## src/rtl/ot_map.svh

```systemverilog
// Constants of the orientation and tap sensor core: offsets, fields, resets, times.
// Assumes a 100 MHz core clock and a register port with byte addresses.
`ifndef OT_MAP_SVH
`define OT_MAP_SVH

// ****************************************************************
// Register offsets
// ****************************************************************
`define OT_REG_CTRL      8'h00
`define OT_REG_DBLWIN    8'h04
`define OT_REG_STATE     8'h08
`define OT_REG_IRQSTAT   8'h0C
`define OT_REG_IRQMASK   8'h10

// ****************************************************************
// Field positions and widths
// ****************************************************************
`define OT_CTRL_TAPEN    0
`define OT_CTRL_DBLEN    1
`define OT_CTRL_SELF     2
`define OT_CTRL_W        3
`define OT_DBLWIN_W      16
`define OT_ST_PORT       0
`define OT_ST_LAND       1
`define OT_ST_SIGN       2
`define OT_ST_VALID      3
`define OT_ST_PWR_LO     4
`define OT_ST_PWR_HI     5
`define OT_IRQ_ORIENT    0
`define OT_IRQ_SINGLE    1
`define OT_IRQ_DOUBLE    2
`define OT_IRQ_READY     3
`define OT_IRQ_W         4

// ****************************************************************
// Reset values
// ****************************************************************
`define OT_CTRL_RST      3'h3
`define OT_DBLWIN_RST    16'h1388
`define OT_IRQMASK_RST   4'h0

// ****************************************************************
// Axis codes from the measurement chain
// ****************************************************************
`define OT_AXIS_X        2'h0
`define OT_AXIS_Y        2'h1
`define OT_AXIS_Z        2'h2
`define OT_AXIS_NONE     2'h3

// ****************************************************************
// Times and derived cycle counts
// ****************************************************************
`define OT_CLK_MHZ       100
`define OT_CLK_KHZ       100000
`define OT_TON_MS        30
`define OT_STEADY_US     10
`define OT_STEADY_CYCLES (`OT_STEADY_US * `OT_CLK_MHZ)
`define OT_TAPHOLD_US    1
`define OT_TAPHOLD_CYCLES (`OT_TAPHOLD_US * `OT_CLK_MHZ)
`define OT_TON_W         22
`define OT_STEADY_W      12
`define OT_TAPHOLD_W     8

`endif

```

## src/rtl/ot_pkg.sv

```systemverilog
// Types shared by the orientation and tap sensor core.
// Assumes nothing beyond the constants header.
package ot_pkg;

    typedef logic [1:0] ot_axis_t;

    typedef enum logic [1:0] {
        PWR_DOWN,
        PWR_WAKE,
        PWR_RUN
    } ot_pwr_e;

    typedef enum logic {
        TAP_IDLE,
        TAP_WAIT
    } ot_tap_e;

endpackage : ot_pkg

```

## src/rtl/ot_sync.sv

```systemverilog
// Two-stage synchroniser, one per bit, for levels from outside the core clock.
// Assumes the inputs are levels held much longer than one clock period.
`timescale 1ns/100ps
`default_nettype none

module ot_sync #(
    parameter int W = 1
) (
    input  wire logic         core_clk,
    input  wire logic         rst_n,
    input  wire logic         clkEn,
    input  wire logic [W-1:0] asyncIn,
    output logic      [W-1:0] syncOut
);
    import ot_pkg::*;

    logic [W-1:0] stage1;

    genvar i;
    generate
        for (i = 0; i < W; i++) begin : g_bit
            always_ff @(posedge core_clk or negedge rst_n) begin
                if (!rst_n) begin
                    stage1[i]  <= 1'b0;
                    syncOut[i] <= 1'b0;
                end else if (clkEn) begin
                    stage1[i]  <= asyncIn[i];
                    syncOut[i] <= stage1[i];
                end
            end
        end
    endgenerate

endmodule : ot_sync

`default_nettype wire

```

## src/rtl/ot_tap.sv

```systemverilog
// Single and double click classifier fed by click edges.
// Assumes one-cycle click pulses on the core clock; clear holds it idle.
`timescale 1ns/100ps
`default_nettype none
`include "ot_map.svh"

module ot_tap (
    input  wire logic                    core_clk,
    input  wire logic                    rst_n,
    input  wire logic                    clkEn,
    input  wire logic                    clear,
    input  wire logic                    doubleEnable,
    input  wire logic [`OT_DBLWIN_W-1:0] window,
    input  wire logic                    click,
    output logic                         singleTap,
    output logic                         doubleTap
);
    import ot_pkg::*;

    ot_tap_e                 state;
    ot_tap_e                 next_state;
    logic [`OT_DBLWIN_W-1:0] waitCnt;
    logic                    windowOver;

    assign windowOver = (waitCnt >= window);

    always_comb begin
        next_state = state;
        case (state)
            TAP_IDLE: begin
                if (click && doubleEnable) begin
                    next_state = TAP_WAIT;
                end
            end
            TAP_WAIT: begin
                if (click || windowOver) begin
                    next_state = TAP_IDLE;
                end
            end
            default: next_state = TAP_IDLE;
        endcase
    end

    always_ff @(posedge core_clk or negedge rst_n) begin
        if (!rst_n) begin
            state     <= TAP_IDLE;
            waitCnt   <= '0;
            singleTap <= 1'b0;
            doubleTap <= 1'b0;
        end else if (clkEn) begin
            if (clear) begin
                state     <= TAP_IDLE;
                waitCnt   <= '0;
                singleTap <= 1'b0;
                doubleTap <= 1'b0;
            end else begin
                state     <= next_state;
                waitCnt   <= (state == TAP_WAIT) ? waitCnt + 1'b1 : '0;
                singleTap <= (state == TAP_IDLE && click && !doubleEnable)
                          || (state == TAP_WAIT && !click && windowOver);
                doubleTap <= (state == TAP_WAIT && click && !windowOver);
            end
        end
    end

endmodule : ot_tap

`default_nettype wire

```

## src/rtl/ot_sensor_top.sv

```systemverilog
// Pin-level digital core of a standalone orientation and click sensor.
// Assumes the measurement chain delivers axis, sign and click levels
// asynchronously, and that software reaches the registers on core_clk.
`timescale 1ns/100ps
`default_nettype none
`include "ot_map.svh"

module ot_sensor_top #(
    parameter int unsigned TURN_ON_CYCLES = `OT_TON_MS * `OT_CLK_KHZ
) (
    input  wire logic            core_clk,
    input  wire logic            rst_n,
    input  wire logic            clkEn,
    input  wire logic            powerdown_n,
    input  wire ot_pkg::ot_axis_t axisSel,
    input  wire logic            axisNeg,
    input  wire logic            clickRaw,
    input  wire logic [7:0]      regAddr,
    input  wire logic [31:0]     regWdata,
    input  wire logic            regWrite,
    input  wire logic            regRead,
    output logic      [31:0]     regRdata,
    output logic                 portraitFlag,
    output logic                 landscapeFlag,
    output logic                 signFlag,
    output logic                 tapFlag,
    output logic                 chainEnable,
    output logic                 selfTestEnable,
    output logic                 outputsValid,
    output logic                 irq
);
    import ot_pkg::*;

    // ****************************************************************
    // Declarations
    // ****************************************************************
    logic [4:0]               syncIn;
    logic [4:0]               syncVal;
    logic                     pdSync;
    ot_axis_t                 axisSync;
    logic                     negSync;
    logic                     clickSync;
    logic                     clickPrev;
    logic                     clickRise;

    ot_pwr_e                  pwrState;
    ot_pwr_e                  next_pwrState;
    logic [`OT_TON_W-1:0]     tonCnt;
    logic                     tonDone;
    logic                     active;

    logic [2:0]               cand;
    logic [2:0]               lastCand;
    logic                     candValid;
    logic [`OT_STEADY_W-1:0]  steadyCnt;
    logic                     accept;
    logic [2:0]               orient;
    logic                     orientKnown;
    logic                     orientChange;
    logic                     next_portrait;
    logic                     next_landscape;
    logic                     next_sign;

    logic                     singleTap;
    logic                     doubleTap;
    logic                     tapEvent;
    logic [`OT_TAPHOLD_W-1:0] tapCnt;

    logic [`OT_CTRL_W-1:0]    ctrl;
    logic [`OT_DBLWIN_W-1:0]  dblWin;
    logic [`OT_IRQ_W-1:0]     irqStat;
    logic [`OT_IRQ_W-1:0]     irqMask;
    logic [`OT_IRQ_W-1:0]     irqEvents;
    logic [`OT_IRQ_W-1:0]     irqClear;
    logic [`OT_IRQ_W-1:0]     next_irqStat;
    logic                     readyRise;

    logic                     selCtrl;
    logic                     selDblWin;
    logic                     selState;
    logic                     selIrqStat;
    logic                     selIrqMask;
    logic [31:0]              stateWord;
    logic [31:0]              readMux;

    // ****************************************************************
    // Input synchronisers
    // ****************************************************************
    assign syncIn = {powerdown_n, axisSel, axisNeg, clickRaw};

    ot_sync #(
        .W (5)
    ) u_sync (
        .core_clk (core_clk),
        .rst_n    (rst_n),
        .clkEn    (clkEn),
        .asyncIn  (syncIn),
        .syncOut  (syncVal)
    );

    assign pdSync    = syncVal[4];
    assign axisSync  = syncVal[3:2];
    assign negSync   = syncVal[1];
    assign clickSync = syncVal[0];
    // Pulses once per click.
    assign clickRise = clickSync & ~clickPrev;

    // ****************************************************************
    // Power sequencing
    // ****************************************************************
    // Marks the last turn-on cycle.
    assign tonDone = (tonCnt == `OT_TON_W'(TURN_ON_CYCLES - 1));
    assign active  = (pwrState == PWR_RUN);

    always_comb begin
        next_pwrState = pwrState;
        case (pwrState)
            PWR_DOWN: begin
                if (pdSync) begin
                    next_pwrState = PWR_WAKE;
                end
            end
            PWR_WAKE: begin
                if (!pdSync) begin
                    next_pwrState = PWR_DOWN;
                end else if (tonDone) begin
                    next_pwrState = PWR_RUN;
                end
            end
            PWR_RUN: begin
                if (!pdSync) begin
                    next_pwrState = PWR_DOWN;
                end
            end
            default: next_pwrState = PWR_DOWN;
        endcase
    end

    always_ff @(posedge core_clk or negedge rst_n) begin
        if (!rst_n) begin
            pwrState     <= PWR_DOWN;
            tonCnt       <= '0;
            outputsValid <= 1'b0;
        end else if (clkEn) begin
            pwrState     <= next_pwrState;
            tonCnt       <= (pwrState == PWR_WAKE) ? tonCnt + 1'b1 : '0;
            outputsValid <= (next_pwrState == PWR_RUN);
        end
    end

    always_ff @(posedge core_clk or negedge rst_n) begin
        if (!rst_n) begin
            chainEnable    <= 1'b0;
            selfTestEnable <= 1'b0;
        end else if (clkEn) begin
            chainEnable    <= (next_pwrState != PWR_DOWN);
            selfTestEnable <= (next_pwrState != PWR_DOWN) && ctrl[`OT_CTRL_SELF];
        end
    end

    // ****************************************************************
    // Orientation classification
    // ****************************************************************
    assign cand      = {axisSync, negSync};
    assign candValid = (axisSync != `OT_AXIS_NONE);

    // Accepts after the steady time.
    assign accept    = active && candValid && (cand == lastCand)
                    && (steadyCnt == `OT_STEADY_W'(`OT_STEADY_CYCLES - 1));
    assign orientChange = accept && (!orientKnown || (orient != cand));

    always_ff @(posedge core_clk or negedge rst_n) begin
        if (!rst_n) begin
            lastCand    <= '0;
            steadyCnt   <= '0;
            orient      <= '0;
            orientKnown <= 1'b0;
        end else if (clkEn) begin
            lastCand <= cand;
            if (!active || !candValid || (cand != lastCand)) begin
                steadyCnt <= '0;
            end else if (!accept) begin
                steadyCnt <= steadyCnt + 1'b1;
            end
            if (!active) begin
                orientKnown <= 1'b0;
            end else if (accept) begin
                orient      <= cand;
                orientKnown <= 1'b1;
            end
        end
    end

    assign next_portrait  = orientKnown && (orient[2:1] == `OT_AXIS_Y);
    assign next_landscape = orientKnown && (orient[2:1] == `OT_AXIS_X);
    assign next_sign      = orientKnown && !orient[0];

    always_ff @(posedge core_clk or negedge rst_n) begin
        if (!rst_n) begin
            portraitFlag  <= 1'b0;
            landscapeFlag <= 1'b0;
            signFlag      <= 1'b0;
        end else if (clkEn) begin
            portraitFlag  <= next_portrait;
            landscapeFlag <= next_landscape;
            signFlag      <= next_sign;
        end
    end

    // ****************************************************************
    // Click detection
    // ****************************************************************
    ot_tap u_tap (
        .core_clk     (core_clk),
        .rst_n        (rst_n),
        .clkEn        (clkEn),
        .clear        (!active || !ctrl[`OT_CTRL_TAPEN]),
        .doubleEnable (ctrl[`OT_CTRL_DBLEN]),
        .window       (dblWin),
        .click        (clickRise),
        .singleTap    (singleTap),
        .doubleTap    (doubleTap)
    );

    assign tapEvent = singleTap | doubleTap;

    always_ff @(posedge core_clk or negedge rst_n) begin
        if (!rst_n) begin
            clickPrev <= 1'b0;
            tapCnt    <= '0;
            tapFlag   <= 1'b0;
        end else if (clkEn) begin
            clickPrev <= clickSync;
            if (!active) begin
                tapCnt  <= '0;
                tapFlag <= 1'b0;
            end else if (tapEvent) begin
                tapCnt  <= `OT_TAPHOLD_W'(`OT_TAPHOLD_CYCLES - 1);
                tapFlag <= 1'b1;
            end else if (tapCnt != '0) begin
                tapCnt  <= tapCnt - 1'b1;
            end else begin
                tapFlag <= 1'b0;
            end
        end
    end

    // ****************************************************************
    // Register decode
    // ****************************************************************
    assign selCtrl    = (regAddr == `OT_REG_CTRL);
    assign selDblWin  = (regAddr == `OT_REG_DBLWIN);
    assign selState   = (regAddr == `OT_REG_STATE);
    assign selIrqStat = (regAddr == `OT_REG_IRQSTAT);
    assign selIrqMask = (regAddr == `OT_REG_IRQMASK);

    assign stateWord = {26'h0000000, pwrState, outputsValid,
                        signFlag, landscapeFlag, portraitFlag};

    // Unknown offsets read as zero.
    assign readMux = selCtrl    ? {29'h00000000, ctrl}    :
                     selDblWin  ? {16'h0000, dblWin}      :
                     selState   ? stateWord               :
                     selIrqStat ? {28'h0000000, irqStat}  :
                     selIrqMask ? {28'h0000000, irqMask}  :
                     32'h00000000;

    // State is read-only.
    always_ff @(posedge core_clk or negedge rst_n) begin
        if (!rst_n) begin
            ctrl    <= `OT_CTRL_RST;
            dblWin  <= `OT_DBLWIN_RST;
            irqMask <= `OT_IRQMASK_RST;
        end else if (clkEn && regWrite) begin
            if (selCtrl) begin
                ctrl <= regWdata[`OT_CTRL_W-1:0];
            end
            if (selDblWin) begin
                dblWin <= regWdata[`OT_DBLWIN_W-1:0];
            end
            if (selIrqMask) begin
                irqMask <= regWdata[`OT_IRQ_W-1:0];
            end
        end
    end

    // Read data stands only in the cycle after the read strobe.
    always_ff @(posedge core_clk or negedge rst_n) begin
        if (!rst_n) begin
            regRdata <= 32'h00000000;
        end else if (clkEn) begin
            regRdata <= regRead ? readMux : 32'h00000000;
        end
    end

    // ****************************************************************
    // Interrupt status
    // ****************************************************************
    assign readyRise = (next_pwrState == PWR_RUN) && !outputsValid;
    assign irqEvents = {readyRise, doubleTap, singleTap, orientChange};

    // Writing a one clears a bit.
    assign irqClear  = (regWrite && selIrqStat) ? regWdata[`OT_IRQ_W-1:0]
                                                : {`OT_IRQ_W{1'b0}};
    // A new event wins over a clear written in the same cycle.
    assign next_irqStat = (irqStat & ~irqClear) | irqEvents;

    always_ff @(posedge core_clk or negedge rst_n) begin
        if (!rst_n) begin
            irqStat <= '0;
            irq     <= 1'b0;
        end else if (clkEn) begin
            irqStat <= next_irqStat;
            irq     <= |(next_irqStat & irqMask);
        end
    end

endmodule : ot_sensor_top

`default_nettype wire

```

## config.mk

```make
export PLATFORM = sky130hd
export DESIGN_NAME = ot_sensor_top
export DESIGN_NICKNAME = d
export VERILOG_FILES = /design/src/rtl/ot_pkg.sv /design/src/rtl/ot_sync.sv /design/src/rtl/ot_tap.sv /design/src/rtl/ot_sensor_top.sv
export VERILOG_INCLUDE_DIRS = /design/src /design/src/rtl
export SDC_FILE = /design/constraint.sdc
export NUM_CORES = 1
export LEC_CHECK = 0
export BUFFER_PORTS_ARGS = -buffer_cell sky130_fd_sc_hd__buf_2
export CORE_AREA = 4 4 111 113
export CTS_BUF_LIST = sky130_fd_sc_hd__clkbuf_8
export DETAILED_ROUTE_END_ITERATION = 10
export DIE_AREA = 0 0 115 117
export GPL_TIMING_DRIVEN = 0
export PLACE_DENSITY = 0.82
export SLEW_MARGIN = 20
export SYNTH_ARGS = -nofsm -noshare
export SYNTH_HDL_FRONTEND = slang
export SYNTH_SLANG_ARGS = --single-unit
export TNS_END_PERCENT = 50
```

## constraint.sdc

```tcl
create_clock -name core_clk -period 2.6 [get_ports core_clk]
set_input_delay 0.52 -clock core_clk [delete_from_list [all_inputs] [get_ports core_clk]]
set_output_delay 0.52 -clock core_clk [all_outputs]
set_load 0.01 [all_outputs]
```

==> summary.md, run 1 <==
| Metric | Value |
|---|---|
| Mapped Area | `slightly below 7000 µm²` |
| Max Buffers Root-to-Sink | `2` |
| Crit start category | `primary input` |
| Worst skew pair latency | `between 0.4 and 0.5 ns` |
| Non-filler instance count after layout | `900` |
| NumNets Final | `815` |
| Initial Util | `0.595` |
| Die Height | `117 µm` |
| Layout cells sized above 1 | `0.203` |
| WL/cell | `between 15 and 20 µm` |
| CTS Buf Count | `17` |
| Leakage | `0.00357 µW` |
| Pins Over Slew Limit | `0` |
| Vias per inst | `between 5 and 6` |
| Worst-margin pin slew | `around 0.75 ns` |
| Die area | `13,500 µm²` |
| 1st-iter DRT viols | `358` |
| Worst Path Arrival | `2.73 ns` |
| P&R area growth vs syn | `15.2%` |
| Yosys cell types | `69` |
| CP Class | `in2reg` |
| RSZ-0062 raised after global routing | `false` |
| Final hold violations | `0` |
| Clock root buffer | `clkbuf_8` |
| Seq/Total Area, Yosys | `0.492` |
| Initial antenna violation count | `0` |
| Worst vdd ir | `between 0.0004 and 0.0005 V` |
| First-pass GRT wire length | `~26,000 µm` |
| Max-cap viol count | `0` |
| Post-synth ARST share | `1.00` |
| Inst Count DP | `867` |
| Drt total wl | `~15,000 µm` |
| Setup Viol. Count Final | `0` |
| CP Max Fanout | `10` |
| N_diodes | `0` |
| Vias | `5,278` |
| Cells after synthesis | `~650` |
| Core region area | `around 11,000 µm²` |
| H-tree Lvls | `4` |
| CP endpoint kind | `flop` |
| Die width | `115 µm` |
| CTS tree | `done` |
| CTS clock-pin slew for the worst setup and hold paths | `0.08 ns` |
| Slew margin rel. | `0.502` |
| Post-CTS Setup Repair Bufs | `0` |
| IO Port Bufs | `56` |
| Synth Flop Type | `dfrtp_1` |
| Post-Syn Area per Cell | `10.3 µm²` |
| # IOs | `90` |
| PwrDens | `596 nW/µm²` |
| FP Rows | `39` |
| Largest net degree at the start of global routing | `73` |
| YS warnings | `0` |
| Final worst path period share | `0.932` |
| Most frequent cells in the layout | `dfrtp_1 (125), nor2_1 (63), buf_2 (57), nand2_1 (47), inv_1 (41)` |
| EDFF count, synth | `0` |
| # DRC | `0` |
| Clock Skew | `roughly 0.012 ns` |
| Vias in the first global route | `5,300` |
| Grt total ovfl | `0` |
| CTS sink cnt | `between 100 and 150` |
| Worst hold path type | `in2reg` |
| GPL Wtd Cong | `0.850` |
| GRT Total Usage | `0.243` |
| Placed wire-length estimate | `11,400 µm` |
| Worst path required time | `2.90 ns` |
| First-pass detailed-route iteration total | `4` |
| Design Power | `4630 µW` |
| Min Hold Slack | `0.287 ns` |
| Min Tclk post-route | `2.42 ns` |
| Fmax | `between 400 and 500 MHz` |
| Most common cell after layout, fill and taps aside | `dfrtp_1` |
| Status | `complete, no violations` |
| Post-route ant nets | `0` |
| Synthesized flop and latch total | `around 130` |
[Yosys cell counts (13+ instances only)]
cell type	n	area (µm²)
a21oi_1	20	100
a22o_1	15	131
buf_4	16	120
clkbuf_1	13	48.8
dfrtp_1	125	3130
ha_1	21	263
inv_1	39	146
mux2_2	31	349
nand2_1	47	176
nand3_1	20	100
nand4_1	21	131
nor2_1	63	236
nor3_1	15	75.1
o21ai_0	21	105
xnor2_1	19	166
xor2_1	23	201
[per-layer routing]
metal  global-route usage  share of wire
met1                0.315           0.44
met2                0.404           0.48
met3               0.0545          0.063
met4               0.0869          0.016
met5                    0              0
[area by class of cell]
cell class | count | area, µm²
well taps | 143 | 179
clock inverters | 12 | 185
multi-input cells | 460 | 3120
fillers | 865 | 3560
inverters | 39 | 146
clock buffers | 20 | 275
repair buffers | 58 | 328
flip-flops and latches | 132 | 3310
plain buffers | 36 | 214
[state kept, by name (all words and copies together) (netlist names), 4 cells and up]
register and cells:
tonCnt 22, irqMask 4, irqStat 4, regRdata 16
tapCnt 8, u_sync.stage1 5, steadyCnt 12, dblWin 16
u_tap.waitCnt 16, u_sync.syncOut 5
[power breakdown]
part           switching (µW)  total [µW]  internal (µW)
registers                75.2        2210           2130
logic                     247         426            179
clock network             789        1990           1200
[per-stage QoR]
stage | instance area, µm² | util | TNS (ns) | worst slack, ns
5_1_grt | 7760 | 0.686 | 0 | 0.0732
2_1_floorplan | 6790 | - | 0 | 0.260
3_5_place_dp | 7290 | 0.644 | -11.89 | -0.521
3_3_place_gp | 7250 | 0.641 | -89.75 | -0.662
6_report | 7760 | 0.686 | 0 | 0.176
4_1_cts | 7760 | 0.686 | 0 | 0.232
[critical path: stages]
cell      delay [ns]
buf_2           0.16
clkbuf_2        0.36
clkbuf_1        0.48
buf_1           0.48
clkbuf_1        0.51
o21ai_0         0.20
[logic make-up after synthesis]
family | synth area share
AO/OA/AOI/OAI | 0.119
XOR/XNOR | 0.0546
adder cells (fa/ha/maj) | 0.0390
buffers and inverters | 0.0533
flip-flops | 0.492
multiplexers | 0.0700
other | 0.000557
AND/OR/NAND/NOR | 0.172
[path summary, 6_finish.rpt]
| check | start | endpoint | slack (ns) | cells past startpoint |
|---|---|---|---|---|
| min | powerdown_n | u_sync.stage1[4]$_DFFE_PN0P_ | 0.29 | 2 |
| min in group asynchronous | rst_n | tonCnt[12]$_DFFE_PN0P_ | 0.59 | 2 |
| max | clkEn | regRdata[4]$_DFFE_PN0P_ | 0.18 | 6 |
| min reg2reg | orient[0]$_DFFE_PN0P_ | signFlag$_DFFE_PN0P_ | 0.50 | 1 |
| max reg2reg | steadyCnt[4]$_DFFE_PN0P_ | steadyCnt[7]$_DFFE_PN0P_ | 0.25 | 7 |
| max in group asynchronous | rst_n | ctrl[0]$_DFFE_PN1P_ | 1.27 | 3 |
[repair_timing]
action	CTS	global route
hold buffers	1	0
setup endpoints to repair	1	0
endpoints found under the hold margin	15	0
gates resized for setup	1	0
No activity file was read; power rests on OpenSTA's default activity.
==> inputs of run 2 (changes only) <==
CAP_MARGIN = 0   (was not set)
CORE_AREA = 4 4 132 96   (was 4 4 111 113)
DIE_AREA = 0 0 136 100   (was 0 0 115 117)
PLACE_DENSITY = not set   (was 0.82)
PLACE_DENSITY_LB_ADDON = 0.1   (was not set)
==> run 2 against run 1 <==
  * Worst setup slack better by 0.036 ns
  * Power shrank 5.7%
  * Register-to-register slack lost 0.04 ns
  * Fmax increased by 1.5%
  * Largest power group unchanged
  * Highest routed layer unchanged
==> summary.md, run 2 (synthesis gave the netlist of run 1 again) <==
| Metric | Value |
|---|---|
| Status | `complete, no violations (unchanged)` |
| WL/cell | `16.8 µm (was 17.0 µm)` |
| Post-route ant nets | `0 (unchanged)` |
| Switching Share | `0.265 (was 0.240)` |
| # IOs | `90 (unchanged)` |
| CP Class | `reg2reg (was in2reg)` |
| First-pass GRT wire length | `25,700 µm (was 25,600 µm)` |
| Core region area | `11,400 µm² (was 11,300 µm²)` |
| Max Buffers Root-to-Sink | `2 (unchanged)` |
| Register-to-Register Setup Slack | `0.21 ns (was 0.25 ns)` |
| Drt total wl | `15,300 µm (about the same)` |
| Grt total ovfl | `0 (unchanged)` |
| Setup WS post-layout | `0.212 ns (was 0.176 ns)` |
| Placed wire-length estimate | `11,200 µm (was 11,400 µm)` |
| Most frequent cells in the layout | `dfrtp_1 (125), nor2_1 (63), buf_2 (57), nand2_1 (47), inv_1 (39) (was dfrtp_1 (125), nor2_1 (63), buf_2 (57), nand2_1 (47), inv_1 (41))` |
| Clk network pwr share | `0.395 (was 0.431)` |
| Die Height | `100 µm (was 117 µm)` |
| GR Util met3 | `0.0576 (was 0.0545)` |
| Cell Area, Placed | `7310 µm² (was 7290 µm²)` |
| CP endpoint kind | `flop (unchanged)` |
| 1st-iter DRT viols | `420 (was 358)` |
| WHS Path Cells | `2 (unchanged)` |
| Worst skew pair latency | `0.44 ns (was 0.46 ns)` |
| Vias in the first global route | `5,161 (was 5,300)` |
| First-pass detailed-route iteration total | `5 (was 4)` |
| Power share of the combinational group | `0.099 (was 0.092)` |
| Layout cells sized above 1 | `0.205 (was 0.203)` |
| Vias | `5,267 (was 5,278)` |
| P&R area growth vs syn | `14.5% (was 15.2%)` |
| Initial Util | `0.589 (was 0.595)` |
| Final worst path period share | `0.918 (was 0.932)` |
| Max reg flops | `22 (unchanged)` |
| FF-to-FF path depth | `8 (was 7)` |
| Clock Skew | `0.0124 ns (about the same)` |
| M2 GR Usage | `0.354 (was 0.404)` |
| Fmax | `419 MHz (was 413 MHz)` |
| Worst vdd ir | `0.000448 V (was 0.000435 V)` |
| Most common cell after layout, fill and taps aside | `dfrtp_1 (unchanged)` |
| PwrDens | `566 nW/µm² (was 596 nW/µm²)` |
| CTS Buf Count | `17 (unchanged)` |
| Most Crowded Layer GR | `met2 (unchanged)` |
| Min Tclk post-route | `2.39 ns (was 2.42 ns)` |
| Final instance area | `7710 µm² (was 7760 µm²)` |
| Pins Over Slew Limit | `0 (unchanged)` |
| Vias per inst | `5.77 (was 5.86)` |
| GPL Wtd Cong | `0.874 (was 0.850)` |
| Max-cap viol count | `0 (unchanged)` |
| Dpl ws | `-0.450 ns (was -0.521 ns)` |
| Worst path required time | `2.93 ns (was 2.90 ns)` |
| Leakage | `0.00352 µW (was 0.00357 µW)` |
| Worst flop-to-flop path endpoint | `u_tap.doubleTap$_DFFE_PN0P_ (was steadyCnt[7]$_DFFE_PN0P_)` |
| CTS tree | `done (unchanged)` |
| Slew margin rel. | `0.468 (was 0.502)` |
| Int Power | `3210 µW (was 3520 µW)` |
| Hold_sp | `axisNeg (was powerdown_n)` |
| RSZ-0062 raised after global routing | `false (unchanged)` |
| Crit start category | `flop (was primary input)` |
| Met1 Use GR | `0.351 (was 0.315)` |
| IO Port Bufs | `56 (unchanged)` |
| CTS sink cnt | `132 (unchanged)` |
| CP Max Fanout | `4 (was 10)` |
| Setup Viol. Count Final | `0 (unchanged)` |
| Clock root buffer | `clkbuf_8 (unchanged)` |
| NumNets Final | `815 (unchanged)` |
| Worst-margin pin slew | `0.798 ns (was 0.747 ns)` |
| N_diodes | `0 (unchanged)` |
| GRT Total Usage | `0.240 (was 0.243)` |
| Post-CTS Setup Repair Bufs | `0 (unchanged)` |
| Worst hold path type | `in2reg (unchanged)` |
| Largest net degree at the start of global routing | `103 (was 73)` |
| Die area | `13,600 µm² (was 13,500 µm²)` |
| Switch Pwr | `1160 µW (was 1110 µW)` |
| H-tree Lvls | `4 (unchanged)` |
| Final hold violations | `0 (unchanged)` |
| FP Rows | `33 (was 39)` |
| Worst Path Arrival | `2.71 ns (was 2.73 ns)` |
| Reg power frac | `0.506 (was 0.477)` |
| CTS clock-pin slew for the worst setup and hold paths | `0.08 ns (about the same)` |
| Hold path endpoint | `u_sync.stage1[1]$_DFFE_PN0P_ (was u_sync.stage1[4]$_DFFE_PN0P_)` |
| Initial antenna violation count | `0 (unchanged)` |
| Reg2reg start | `u_tap.waitCnt[0]$_DFFE_PN0P_ (was steadyCnt[4]$_DFFE_PN0P_)` |
| Die width | `136 µm (was 115 µm)` |
| # DRC | `0 (unchanged)` |
| Top reg by flops | `tonCnt (unchanged)` |
run 2: cell count changes in the layout (fill, tap and decap cells not counted), moves of 2 or more:
cell,change
inv_6,+2
inv_1,-2
clkinvlp_4,+4
bufinv_16,-3
run 2: area by class of cell:
| cell class | instances | area [µm²] |
|---|---|---|
| Clock buffer | 19 | 262 |
| Buffer | 36 | 214 |
| Timing Repair Buffer | 58 | 328 |
| Multi-Input combinational cell | 460 | 3120 |
| Tap cell | 157 | 196 |
| Fill cell | 896 | 3730 |
| Inverter | 39 | 146 |
| Clock inverter | 12 | 130 |
| Sequential cell | 132 | 3310 |
run 2: worst max-delay path by stage:
| stage | from | endpoint | cells after the start |
|---|---|---|---|
| global placement | rst_n | clickPrev$_DFFE_PN0P_ | 1 |
| floorplan | regAddr[5] | dblWin[0]$_DFFE_PN0P_ | 7 |
| global route | pwrState[0]$_DFFE_PN0P_ | orient[0]$_DFFE_PN0P_ | 5 |
| CTS | clkEn | u_tap.doubleTap$_DFFE_PN0P_ | 6 |
| detailed placement | clkEn | u_tap.doubleTap$_DFFE_PN0P_ | 6 |
| finish | u_tap.waitCnt[0]$_DFFE_PN0P_ | u_tap.doubleTap$_DFFE_PN0P_ | 8 |
run 2: worst max-delay path: stages, from the launching register on:
cell and delay, ns:
dfrtp_1 0.39, inv_1 0.08, ha_1 0.26, nand2b_1 0.14, a2111oi_1 0.41, nor4_1 0.11, o31ai_1 0.30, o211ai_1 0.26
o32ai_1 0.31
run 2: metal layers:
layer / vias to the layer above / wire [µm]
met5: - / 0
met4: 0 / 257
met3: 25 / 978
met2: 177 / 6740
met1: 2585 / 7350
li1: 2480 / -
run 2: stage by stage:
stage	power [µW]	cells	TNS (ns)	util	hold slack, ns
4_1_cts	4400	913	0	0.674	0.285
3_5_place_dp	2680	881	-11.48	0.639	0.395
5_1_grt	4560	913	0	0.674	0.275
6_report	4360	913	0	0.674	0.309
3_3_place_gp	2650	880	-98.80	0.636	0.475
2_1_floorplan	2500	667	0	-	0.224
run 2: timing repair:
item | in CTS | in global routing
endpoints found under the hold margin | 30 | 0
hold buffers | 1 | 0
setup endpoints to repair | 0 | 20
resized for setup | 0 | 3
run 2: power by group through the flow:
stage               clock network [µW]  registers, µW  logic [µW]
floorplan                            0           2230         275
global placement                     0           2240         408
detailed placement                   0           2250         430
CTS                               1760           2210         434
global route                      1860           2220         482
finish                            1720           2210         434
==> inputs of run 3 (changes only) <==
PLACE_DENSITY = 0.82   (was not set)
PLACE_DENSITY_LB_ADDON = not set   (was 0.1)
==> run 3 against run 2 <==
  * Final area rose by 0.96%
  * Worst setup slack worse by 0.0016 ns
  * Core utilization grew 0.65 points
  * Clock skew fell by 0.0021 ns
  * Sequential share of layout area is 0.41 points lower
  * First-iteration DRC count grew 1.2%
  * Hold slack got worse by 0.014 ns
  * Register-to-register slack about the same
  * Wire length grew 2.7%
  * Via count is 0.84% higher
  * Critical endpoint is now steadyCnt[7]$_DFFE_PN0P_
==> summary.md, run 3 (synthesis gave the netlist of run 1 again) <==
| Metric | Value |
|---|---|
| Int Power | `3500 µW (was 3210 µW)` |
| Worst path required time | `2.90 ns (was 2.93 ns)` |
| CP Class | `reg2reg (unchanged)` |
| CP Max Fanout | `10 (was 4)` |
| CTS clock-pin slew for the worst setup and hold paths | `0.08 ns (about the same)` |
| CP endpoint kind | `flop (unchanged)` |
| Dpl ws | `-0.465 ns (was -0.450 ns)` |
| Reg2reg start | `steadyCnt[4]$_DFFE_PN0P_ (was u_tap.waitCnt[0]$_DFFE_PN0P_)` |
| Die area | `13,600 µm² (unchanged)` |
| FP Rows | `33 (unchanged)` |
| Final worst path period share | `0.919 (was 0.918)` |
| Largest net degree at the start of global routing | `86 (was 103)` |
| Vias in the first global route | `5,197 (was 5,161)` |
| Most common cell after layout, fill and taps aside | `dfrtp_1 (unchanged)` |
| Switching Share | `0.246 (was 0.265)` |
| Clk network pwr share | `0.432 (was 0.395)` |
| Die width | `136 µm (unchanged)` |
| # DRC | `0 (unchanged)` |
| First-pass GRT wire length | `26,000 µm (was 25,700 µm)` |
| Pins Over Slew Limit | `0 (unchanged)` |
| Min Tclk post-route | `2.39 ns (about the same)` |
| Slew margin rel. | `0.455 (was 0.468)` |
| Vias | `5,311 (was 5,267)` |
| H-tree Lvls | `4 (unchanged)` |
| IO Port Bufs | `56 (unchanged)` |
| Non-filler instance count after layout | `914 (was 913)` |
| Drt total wl | `15,700 µm (was 15,300 µm)` |
| CTS tree | `done (unchanged)` |
| Setup WS post-layout | `0.211 ns (was 0.212 ns)` |
| Crit start category | `flop (unchanged)` |
| Worst skew pair latency | `0.44 ns (about the same)` |
| Switch Pwr | `1140 µW (was 1160 µW)` |
| # IOs | `90 (unchanged)` |
| Core region area | `11,400 µm² (unchanged)` |
| Grt total ovfl | `0 (unchanged)` |
| 1st-iter DRT viols | `425 (was 420)` |
| Placed wire-length estimate | `11,500 µm (was 11,200 µm)` |
| Max reg flops | `22 (unchanged)` |
| Worst Path Arrival | `2.69 ns (was 2.71 ns)` |
| Final hold violations | `0 (unchanged)` |
| Layout cells sized above 1 | `0.206 (was 0.205)` |
| Worst hold path type | `in2reg (unchanged)` |
| Most frequent cells in the layout | `dfrtp_1 (125), nor2_1 (63), buf_2 (57), nand2_1 (47), inv_1 (39) (unchanged)` |
| FF-to-FF path depth | `7 (was 8)` |
| Top reg by flops | `tonCnt (unchanged)` |
| Design Power | `4650 µW (was 4360 µW)` |
| CTS Buf Count | `17 (unchanged)` |
| RSZ-0062 raised after global routing | `false (unchanged)` |
| WL/cell | `17.2 µm (was 16.8 µm)` |
| Initial Util | `0.589 (unchanged)` |
| GRT Total Usage | `0.242 (was 0.240)` |
| Status | `complete, no violations (unchanged)` |
| Clock root buffer | `clkbuf_8 (unchanged)` |
| Max Buffers Root-to-Sink | `2 (unchanged)` |
| Power share of the combinational group | `0.092 (was 0.099)` |
| Setup Viol. Count Final | `0 (unchanged)` |
| Initial antenna violation count | `0 (unchanged)` |
| PwrDens | `597 nW/µm² (was 566 nW/µm²)` |
| NumNets Final | `815 (unchanged)` |
| N_diodes | `0 (unchanged)` |
| WHS Path Cells | `2 (unchanged)` |
| First-pass detailed-route iteration total | `5 (unchanged)` |
| Worst-margin pin slew | `0.817 ns (was 0.798 ns)` |
| Setup crit start | `steadyCnt[4]$_DFFE_PN0P_ (was u_tap.waitCnt[0]$_DFFE_PN0P_)` |
| Clock Skew | `0.0103 ns (was 0.0124 ns)` |
| Leakage | `0.00356 µW (was 0.00352 µW)` |
| P&R area growth vs syn | `15.6% (was 14.5%)` |
| CTS sink cnt | `132 (unchanged)` |
| Max-cap viol count | `0 (unchanged)` |
| Die Height | `100 µm (unchanged)` |
| Layout fillers | `855 (was 896)` |
| Reg power frac | `0.476 (was 0.506)` |
| GPL Wtd Cong | `0.908 (was 0.874)` |
| Worst vdd ir | `0.000608 V (was 0.000448 V)` |
| Inst Count DP | `881 (unchanged)` |
| Vias per inst | `5.81 (was 5.77)` |
| Hold_sp | `regWdata[14] (was axisNeg)` |
| Post-route ant nets | `0 (unchanged)` |
| Fmax | `419 MHz (about the same)` |
-- run 3: cell types whose count changed in the layout (fill, tap and decap cells not counted), sizes merged --
cell	change
bufinv	+3
clkinv	+2
clkinvlp	-2
inv	-2
-- run 3: layout make-up --
type                       count  area (µm²)  share of cell area
sequential                   132        3310               0.425
multi-input combinational    460        3120               0.401
clock inverter                13         205              0.0264
tap                          157         196              0.0252
inverter                      39         146              0.0188
buffer                        36         214              0.0275
clock buffer                  19         262              0.0336
timing repair buffer          58         328              0.0421
-- run 3: worst paths after layout --
path                                       endpoint  slack (ns)
setup / recovery           steadyCnt[7]$_DFFE_PN0P_        0.21
hold / removal               dblWin[14]$_DFFE_PN0P_        0.29
setup reg to reg           steadyCnt[7]$_DFFE_PN0P_        0.21
hold reg to reg                 tapFlag$_DFFE_PN0P_        0.50
max in group asynchronous     dblWin[3]$_DFFE_PN1P_        1.28
min in group asynchronous  steadyCnt[6]$_DFFE_PN0P_        0.56
-- run 3: what timing repair did --
| action | 4_1_cts | 5_1_grt |
|---|---|---|
| hold buffers | 1 | 0 |
| setup buffers | 0 | 0 |
| endpoints found under the setup margin | 0 | 10 |
| hold endpoints to repair | 47 | 0 |
| resized for setup | 0 | 2 |
-- run 3: critical path, cell delays in order, from the launching register on --
cell     delay (ns)
dfrtp_1        0.46
or4_1          0.54
or4_4          0.55
o31ai_4        0.23
buf_6          0.18
nor4_1         0.07
xnor2_1        0.16
nor2_1         0.05
-- run 3: power by group through the flow --
stage	combinational [µW]	sequential, µW	clock, µW
floorplan	275	2230	0
global placement	400	2240	0
detailed placement	425	2250	0
CTS	428	2210	2040
global route	475	2220	2140
finish	427	2210	2010
-- run 3: stage by stage --
| stage | area [µm²] | utilization | hold WS, ns | TNS [ns] |
|---|---|---|---|---|
| 3_5_place_dp | 7310 | 0.639 | 0.441 | -11.53 |
| 4_1_cts | 7780 | 0.681 | 0.266 | 0 |
| 2_1_floorplan | 6790 | - | 0.224 | 0 |
| 5_1_grt | 7780 | 0.681 | 0.270 | 0 |
| 3_3_place_gp | 7270 | 0.636 | 0.473 | -88.44 |
| 6_report | 7780 | 0.681 | 0.295 | 0 |
-- run 3: metal layers --
metal,vias to the layer above,part of all wire,GRT usage
met2,219,0.45,0.365
met4,0,0.014,0.0744
met5,-,0,0
met1,2586,0.45,0.343
li1,2480,-,-
met3,26,0.088,0.0666
